**src/hw/spl_loopback_map.vh**
```
// Constants for the serial port line loopback block
`ifndef SPL_LOOPBACK_MAP_VH
`define SPL_LOOPBACK_MAP_VH
`define SPL_CODE_W        10
`define SPL_FIFO_DEPTH    8
`define SPL_FIFO_AW       3
`define SPL_RST_CODE      10'h000
`define SPL_FILL_LEVEL    4
`endif

```
**src/hw/spl_loopback.v**
```verilog
// Line loopback path with jitter FIFO for one serial port
// Behaviour
// - Loopback enable bit per port turns line loopback on or off.
// - With loopback on, received code groups go straight to the same transmitter.
// - No clock compensation insert or delete; only a small jitter FIFO buffers.
// - Valid code groups decoding to legal control characters pass unchanged.
// - Code groups decoding to illegal controls with MSB zero also pass unaltered.
`timescale 1ns/1ps
`default_nettype none
`include "spl_loopback_map.vh"

module spl_fifo #(
   parameter WIDTH = `SPL_CODE_W,
   parameter DEPTH = `SPL_FIFO_DEPTH,
   parameter AW    = `SPL_FIFO_AW
) (
   input  wire             clk,       // Core clock
   input  wire             rst_n,     // Synchronous reset, active low
   input  wire             flush,     // Empty the buffer
   input  wire [WIDTH-1:0] in_data,   // Write data
   input  wire             in_valid,  // Write request
   output wire             in_ready,  // Room available
   output reg  [WIDTH-1:0] out_data,  // Read data, registered
   output reg              out_valid, // Read data valid
   input  wire             out_ready, // Drain side accepts
   output wire [AW:0]      level      // Occupancy
);
   reg [WIDTH-1:0] mem [0:DEPTH-1];
   reg [AW:0]      wptr_reg;
   reg [AW:0]      rptr_reg;
   wire            full;
   wire            empty;
   wire            do_wr;
   wire            do_rd;

   // Pointer arithmetic with wrap bit for honest full and empty
   assign level    = wptr_reg - rptr_reg;
   assign full     = (level == DEPTH);
   assign empty    = (level == {(AW+1){1'b0}});
   assign in_ready = ~full;
   assign do_wr    = in_valid & ~full;
   assign do_rd    = ~empty & (~out_valid | out_ready);

   // Storage, no reset needed on data
   always @(posedge clk) begin
      if (do_wr) begin
         mem[wptr_reg[AW-1:0]] <= in_data;
      end
   end

   // Pointers and output register
   always @(posedge clk) begin
      if (!rst_n || flush) begin
         wptr_reg  <= {(AW+1){1'b0}};
         rptr_reg  <= {(AW+1){1'b0}};
         out_valid <= 1'b0;
         out_data  <= {WIDTH{1'b0}};
      end else begin
         if (do_wr) begin
            wptr_reg <= wptr_reg + 1'b1;
         end
         if (do_rd) begin
            out_data  <= mem[rptr_reg[AW-1:0]];
            out_valid <= 1'b1;
            rptr_reg  <= rptr_reg + 1'b1;
         end else if (out_ready) begin
            out_valid <= 1'b0;
         end
      end
   end
endmodule

module spl_loopback #(
   parameter WIDTH = `SPL_CODE_W,
   parameter DEPTH = `SPL_FIFO_DEPTH,
   parameter AW    = `SPL_FIFO_AW,
   parameter FILL  = `SPL_FILL_LEVEL
) (
   input  wire             CLOCK,          // Core clock, 100 MHz
   input  wire             RSTN,           // Synchronous reset, active low
   input  wire             LINE_LOOPBACK_ENABLE, // Port loopback enable level
   input  wire             RX_CLK,         // Recovered receive clock
   input  wire [WIDTH-1:0] RX_CODE,        // Received code group, stable at RX_CLK rise
   input  wire [WIDTH-1:0] TX_CODE_IN,     // Normal transmit code group
   input  wire             TX_VALID_IN,    // Normal transmit valid
   output wire             TX_READY_IN,    // Normal traffic accepted
   output reg  [WIDTH-1:0] TX_CODE,        // Code group to serial transmitter
   output reg              TX_VALID,       // Transmit code valid
   input  wire             TX_READY,       // Transmitter accepts a code
   output reg              OVERRUN,        // Loop FIFO overran, sticky
   output reg              UNDERRUN        // Loop FIFO ran dry, sticky
);
   localparam ST_NORMAL = 3'b001;
   localparam ST_FILL   = 3'b010;
   localparam ST_LOOP   = 3'b100;

   reg [2:0]       state_reg;
   reg [2:0]       state_next;
   reg             en_s1_reg;
   reg             en_s2_reg;
   reg             clk_s1_reg;
   reg             clk_s2_reg;
   reg             clk_s3_reg;
   reg [WIDTH-1:0] code_s1_reg;
   reg [WIDTH-1:0] code_s2_reg;
   wire            rx_edge;
   wire            loop_en;
   wire            fifo_in_ready;
   wire [WIDTH-1:0] fifo_data;
   wire            fifo_valid;
   wire            fifo_ready;
   wire [AW:0]     fifo_level;

   // Two-flop synchronisers for the loopback enable, recovered clock and received code inputs
   always @(posedge CLOCK) begin
      if (!RSTN) begin
         en_s1_reg   <= 1'b0;
         en_s2_reg   <= 1'b0;
         clk_s1_reg  <= 1'b0;
         clk_s2_reg  <= 1'b0;
         clk_s3_reg  <= 1'b0;
         code_s1_reg <= `SPL_RST_CODE;
         code_s2_reg <= `SPL_RST_CODE;
      end else begin
         en_s1_reg   <= LINE_LOOPBACK_ENABLE;
         en_s2_reg   <= en_s1_reg;
         clk_s1_reg  <= RX_CLK;
         clk_s2_reg  <= clk_s1_reg;
         clk_s3_reg  <= clk_s2_reg;
         code_s1_reg <= RX_CODE;
         code_s2_reg <= code_s1_reg;
      end
   end

   assign loop_en = en_s2_reg;
   // Rise of the recovered clock; data lags it by the same two flops
   assign rx_edge = clk_s2_reg & ~clk_s3_reg;

   // small jitter FIFO, no insert or delete
   spl_fifo #(
      .WIDTH (WIDTH),
      .DEPTH (DEPTH),
      .AW    (AW)
   ) u_fifo (
      .clk       (CLOCK),
      .rst_n     (RSTN),
      .flush     (state_reg == ST_NORMAL),
      .in_data   (code_s2_reg),
      .in_valid  (rx_edge & (state_reg != ST_NORMAL)),
      .in_ready  (fifo_in_ready),
      .out_data  (fifo_data),
      .out_valid (fifo_valid),
      .out_ready (fifo_ready),
      .level     (fifo_level)
   );

   // Drain only once centred, so jitter both ways is absorbed
   assign fifo_ready  = (state_reg == ST_LOOP) & (~TX_VALID | TX_READY);
   // normal traffic only when not looping
   assign TX_READY_IN = (state_reg == ST_NORMAL) & (~TX_VALID | TX_READY);

   // Mode sequencing
   always @* begin
      state_next = state_reg;
      case (state_reg)
         ST_NORMAL: begin
            if (loop_en) begin
               state_next = ST_FILL;
            end
         end
         ST_FILL: begin
            if (!loop_en) begin
               state_next = ST_NORMAL;
            end else if (fifo_level >= FILL) begin
               state_next = ST_LOOP;
            end
         end
         ST_LOOP: begin
            if (!loop_en) begin
               state_next = ST_NORMAL;
            end
         end
         default: begin
            state_next = ST_NORMAL;
         end
      endcase
   end

   // Transmit output register; code groups pass bit for bit
   always @(posedge CLOCK) begin
      if (!RSTN) begin
         state_reg <= ST_NORMAL;
         TX_CODE   <= `SPL_RST_CODE;
         TX_VALID  <= 1'b0;
         OVERRUN   <= 1'b0;
         UNDERRUN  <= 1'b0;
      end else begin
         state_reg <= state_next;
         if (~TX_VALID | TX_READY) begin
            if (state_reg == ST_LOOP) begin
               // no decode, so illegal controls kept
               TX_CODE  <= fifo_data;
               TX_VALID <= fifo_valid;
            end else if (state_reg == ST_NORMAL) begin
               TX_CODE  <= TX_CODE_IN;
               TX_VALID <= TX_VALID_IN;
            end else begin
               TX_VALID <= 1'b0;
            end
         end
         // mismatch flagged; cleared by leaving loopback
         if (state_reg == ST_NORMAL) begin
            OVERRUN  <= 1'b0;
            UNDERRUN <= 1'b0;
         end else begin
            if (rx_edge & ~fifo_in_ready) begin
               OVERRUN <= 1'b1;
            end
            if ((state_reg == ST_LOOP) & TX_READY & ~fifo_valid) begin
               UNDERRUN <= 1'b1;
            end
         end
      end
   end
endmodule
`default_nettype wire

```
**config.mk**
```make
export PLATFORM = sky130hd
export DESIGN_NAME = spl_loopback
export DESIGN_NICKNAME = d
export VERILOG_FILES = /design/src/hw/spl_loopback.v
export VERILOG_INCLUDE_DIRS = /design/src /design/src/hw
export SDC_FILE = /design/constraint.sdc
export NUM_CORES = 1
export LEC_CHECK = 0
export BUFFER_PORTS_ARGS = -buffer_cell sky130_fd_sc_hd__buf_2
export CAP_MARGIN = 20
export CORE_MARGIN = 5
export CORE_UTILIZATION = 59
export CTS_CLUSTER_DIAMETER = 50
export DETAILED_ROUTE_END_ITERATION = 10
export PLACE_DENSITY_LB_ADDON = 0.25
export SLEW_MARGIN = 10
export SYNTH_ARGS = -nofsm -noshare
export SYNTH_HDL_FRONTEND = slang
export SYNTH_SLANG_ARGS = --single-unit
export TNS_END_PERCENT = 20
```
**constraint.sdc**
```tcl
create_clock -name CLOCK -period 4.5 [get_ports CLOCK]
set_input_delay 0.9 -clock CLOCK [delete_from_list [all_inputs] [get_ports CLOCK]]
set_output_delay 0.9 -clock CLOCK [all_outputs]
set_load 0.05 [all_outputs]
```
# Word level (Yosys, flattened, before mapping)
# Memory sizes are Yosys's and may differ from the RTL's. A register that Yosys moved wholly into a read port is not among the register bits.
# Index checks and enable logic that the tools add are counted.
dict set report classes {
  mux 13
  n_eq_ne 8
  n_reduce_logical 8
  n_bitwise 17
  magnitude_cmp 1
  n_addsub 3
}
# op count
set ops {}
lappend ops {{10-bit two-way mux} 2}
lappend ops {{3-bit two-way mux} 4}
lappend ops {{1-bit AND} 9}
lappend ops {{3-bit one-hot mux with 3 select lines} 1}
lappend ops {{4-bit by 1-bit adder with 4-bit output (second input constant)} 2}
lappend ops {{1-bit two-way mux} 6}
lappend ops {{1-bit inverter} 6}
lappend ops {{4-bit == test (second input constant)} 1}
lappend ops {{4-bit by 3-bit >= comparator with 1-bit output (second input constant)} 1}
lappend ops {{4-bit zero test} 1}
lappend ops {{2-bit != test (second input constant)} 2}
lappend ops {{2-bit nonzero test} 2}
lappend ops {{4-bit subtractor} 1}
lappend ops {{3-bit by 1-bit == test with 1-bit output (second input constant)} 1}
lappend ops {{3-bit by 2-bit == test with 1-bit output (second input constant)} 1}
lappend ops {{3-bit == test (second input constant)} 1}
lappend ops {{3-bit by 1-bit != test with 1-bit output (second input constant)} 1}
lappend ops {{3-bit != test (second input constant)} 1}
lappend ops {{3-bit AND reduction} 1}
lappend ops {{1-bit OR} 2}
lappend ops {{2-bit AND reduction} 1}
lappend ops {{2-bit OR reduction} 1}
lappend ops {{1-bit zero test} 1}
lappend ops {{1-bit logical OR} 1}
dict set report totals {
  regBits 50
  ram_bits 80
  mem_count 1
  elab_cells 66
  input_bits 26
}
# name words width rd rd_clocked_by_memory_dff wr line_no
set mem_list {}
lappend mem_list {u_fifo.mem 8 10 1 1 1 spl_loopback.v:28} ;# reg [WIDTH-1:0] mem [0:DEPTH-1];

# Longest topological paths before layout
dict set report logic_depth {
  word_depth 6
  depth_mapped 9
}

# Cells and area by module
# A second synthesis with hierarchy kept.
dict set report hier_totals {
  hier_cells 354
  area_unflattened_um2 5441.5
}
# module instances cells_each area_per_inst_um2
set by_module_without_submodules {}
lappend by_module_without_submodules {spl_fifo 1 225 3983.8}
lappend by_module_without_submodules {spl_loopback 1 129 1457.6}

# Worst setup path after synthesis
# No wires, ideal clock.
dict set report synth_timing {
  kind {reg-to-reg}
  from {register u_fifo.rptr_reg[1]}
  to {memory u_fifo.mem[5][0] (netlist bit), enable pin}
  period_less_slack_ns 3.578
  t_arrival_ns 3.171
  n_path_buf 1
  setup_time_ns 0.408
  stages_incl_launch_ff 9
  slack_ns 0.922
  path_cell_list {dfxtp_1 > clkbuf_1 > inv_1 > ha_1 > nand3b_1 > a21oi_1 > and4bb_4 > or2_2 > nor4b_1}
}
dict set report synth_between {
  elab_chain_cells 6
}
# element line_no
set synth_lines {}
lappend synth_lines {{start: declaration} spl_loopback.v:30} ;# reg [AW:0] rptr_reg;
lappend synth_lines {{start signal: assignment} spl_loopback.v:55} ;# rptr_reg <= {(AW+1){1'b0}};
lappend synth_lines {{start signal: assignment} spl_loopback.v:65} ;# rptr_reg <= rptr_reg + 1'b1;
lappend synth_lines {{4-bit subtractor} spl_loopback.v:37} ;# assign level = wptr_reg - rptr_reg;
lappend synth_lines {{4-bit == test} spl_loopback.v:38} ;# assign full = (level == DEPTH);
lappend synth_lines {{1-bit inverter} --}
lappend synth_lines {{1-bit AND} spl_loopback.v:41} ;# assign do_wr = in_valid & ~full;
lappend synth_lines {{1-bit two-way mux} spl_loopback.v:46} ;# if (do_wr) begin
lappend synth_lines {{1-bit two-way mux (implied by the code)} spl_loopback.v:47} ;# mem[wptr_reg[AW-1:0]] <= in_data;
lappend synth_lines {{end: declaration} spl_loopback.v:28}
# Every way passes these cells.

# Worst setup path in the final report
dict set report layout_timing {
  from {register u_fifo.rptr_reg[2]}
  to {memory u_fifo.mem[6][1] (netlist bit), enable pin}
}
# Same word-level chain as after synthesis.

==> flow_summary.toml <==
[outcome]
outcome = "finished, final reports clean"

[power_and_ir_drop]
power_w = 0.00281
p_sw_w = 0.000616
power.density_nw_per_um2 = 447
switching_share_pct = 21.9
combPwrFrac_pct = 3.2
p_int_w = 0.00220
clkPwrFrac_pct = 47.6
pwr-share-seq_pct = 49.1
power.leakage_nw = 2.30
ir_drop_mv = 0.332

[synth]
synth_cells = 383
yosys-top-cells-area = "edfxtp_1 (45%), dfxtp_1 (22%), mux4_2 (8.4%), and2_1 (3.4%), a21oi_1 (2.0%)"
synth_top_cell_by_area = "edfxtp_1"
synth_ff_type = "edfxtp_1"
synthesis.nets = 414
synth_top_area_share_pct = 44.7
netlist_area_um2 = 5370
avgSynthCellArea_um2 = 14.0
ys_async_sr_fraction_pct = 0
ys_warn_count = 0
synth-edff-count = 80
synth-seq-cells = 140
ys_seq_area_share_pct = 67.1
ys_types = 44

[placement]
gp_congestion = 0.856
dp_slack_ns = 1.15
io_buffers = 39
place_area_um2 = 5710
hpwl_um = 7000
placedCellCount = 518

[hold_path]
worstHoldStart = "code_s1_reg[4]"
hp-class = "flop to flop"
hold_end = "code_s2_reg[4]"
holdPathStages = 1

[detailed_routing]
vias = 3250
via_per_inst = 5.90
ant_nets = 0
avgRoutedWirePerCell_um = 19.3
drtPass1Iterations = 4
drcViolationCount = 0
wirelength_um = 10600
first_iter_violations = 206

[grt]
overflow = 0
grt_use_total_pct = 20.2
grt_pass1_vias = 3155
grt_antenna_before_repair = 0
grt_pass1_wl_um = 17100
grt_max_degree = 29

[worst_setup_path]
critPathBufInv = 1
arrival_ns = 3.51
cp_top_family = "simple AND/OR/NAND/NOR gates"
timing.rr.start = "u_fifo.rptr_reg[2]"
end_kind = "flop"
cp_data_required_time_ns = 4.64
r2r-end = "u_fifo.mem[6][1]"
r2r_slack_ns = 1.13
crit_path_start_kind = "flop"
reg2reg_depth = 7
worstSetupPathType = "flop to flop"
crit_chain = "inv_1, ha_1, nand3b_1, a21oi_1, and4bb_4, or3_1, nor2_1"
slowest_delay_ns = 0.71
slowest_stage = "nor2_1"
worstPathMaxFanout = 13

[sta]
fin_setup_tns_ns = 0
fin_crit_ns = 3.37
setup_viol = 0
slew_headroom_pct = 35.8
finClkSkew_ns = 0.00555
finalCritPeriodShare_pct = 74.8
grt_setup_unrepaired = "no"
final_hold_viol_count = 0
maxSlewViolCount = 0
finalWorstSetupSlack_ns = 1.13
fmax_ghz = 0.297
tightest_slew_ns = 0.962

[clock_network]
cts_tree = "done"
cts_hold_buf = 0
cts_inserted_buffers = 17
cts-resized-gates = 0
cts_buffer_depth = 2
clock-sinks = 140
cts.htree.levels = 4
root_buffer = "clkbuf_8"
clk_latency_ns = 0.52
path_clk_slew_ns = 0.06
cts_setup_buffers = 0

[finish]
drive_above_1_share_pct = 24.6
fin_cells = 551
area_growth_pct = 17.3
diodes = 0
fin_nets = 461
layout_common_cells = "edfxtp_1 (80), dfxtp_1 (60), buf_2 (39)"
layout_commonest_cell = "edfxtp_1"
design_area_um2 = 6300
largest_reg_flops = 80

[die]
rows = 34
die_area_um2 = 11100
die_x_um = 105
die_h_um = 105
boundaryPins = 40
start_util_pct = 61.0
core_um2 = 8810

[flow_run]
drv_cap = 0
synth_stat cells (2+ instances only):
cell       number
clkbuf_1       14
buf_1           2
nor2_1         18
and2_0          7
o31ai_1         2
buf_2           5
a21oi_1        21
a31oi_1         2
edfxtp_1       80
xnor2_1         4
nand3_1         3
or3_1           2
nor4b_1         2
nand3b_1        2
or2_2           2
nor4_1          2
a311oi_1       10
ha_1            5
or4_1           2
nor3_1         14
nand2_1        28
nand2b_1        5
nor2b_1         3
inv_1           6
o21ai_0         5
and2_1         29
nor3b_1         2
dfxtp_1        60
a2111oi_0      10
mux4_2         20
o21a_1          3
area by class of cell:
| class | instances | area (µm²) |
|---|---|---|
| clock inverters | 14 | 160 |
| inverters | 6 | 22.5 |
| fillers | 608 | 2510 |
| well taps | 108 | 135 |
| clock buffers | 18 | 418 |
| repair buffers | 50 | 282 |
| multi-input cells | 215 | 1680 |
| flip-flops and latches | 140 | 3600 |
power groups by stage:
stage                     combinational, W  clock (W)  sequential [W]
after floorplan                  0.0000334          0         0.00143
final                            0.0000907    0.00134         0.00138
after detailed placement         0.0000891          0         0.00141
after global routing             0.0000981    0.00143         0.00138
after CTS                        0.0000896    0.00136         0.00138
after global placement           0.0000878          0         0.00141
layer usage:
metal  global-route usage (%)  wire, µm
met5                        0         0
met2                     34.2      5350
met1                     25.8      4270
met3                     5.20       779
met4                     6.37       235
metrics by stage:
stage               hold WS (ns)  util (%)
floorplan                  0.412         -
global placement           0.414      64.8
detailed placement         0.418      64.8
CTS                        0.433      71.4
global route               0.448      71.5
finish                     0.430      71.5
how the worst max path moves through the flow:
| stage | cells past startpoint | slack (ns) | to | start |
|---|---|---|---|---|
| floorplan | 8 | 0.92 | u_fifo.mem[5][0] | u_fifo.rptr_reg[1] |
| global placement | 7 | 1.34 | u_fifo.mem[6][3] | u_fifo.rptr_reg[2] |
| detailed placement | 7 | 1.15 | u_fifo.mem[6][3] | u_fifo.rptr_reg[2] |
| CTS | 7 | 1.14 | u_fifo.mem[6][1] | u_fifo.rptr_reg[2] |
| global route | 7 | 0.89 | u_fifo.mem[6][5] | u_fifo.rptr_reg[2] |
| finish | 7 | 1.13 | u_fifo.mem[6][1] | u_fifo.rptr_reg[2] |
kinds of logic after synthesis:
logic type	Yosys count	share of synthesized area, %
flip-flops	140	67.1
AND/OR/NAND/NOR	124	12.4
XOR/XNOR	5	0.815
multiplexers	21	8.57
buffers and inverters	28	2.21
adder cells (fa/ha/maj)	5	1.16
AO/OA/AOI/OAI	60	7.78
No activity file was read; power rests on OpenSTA's default activity.
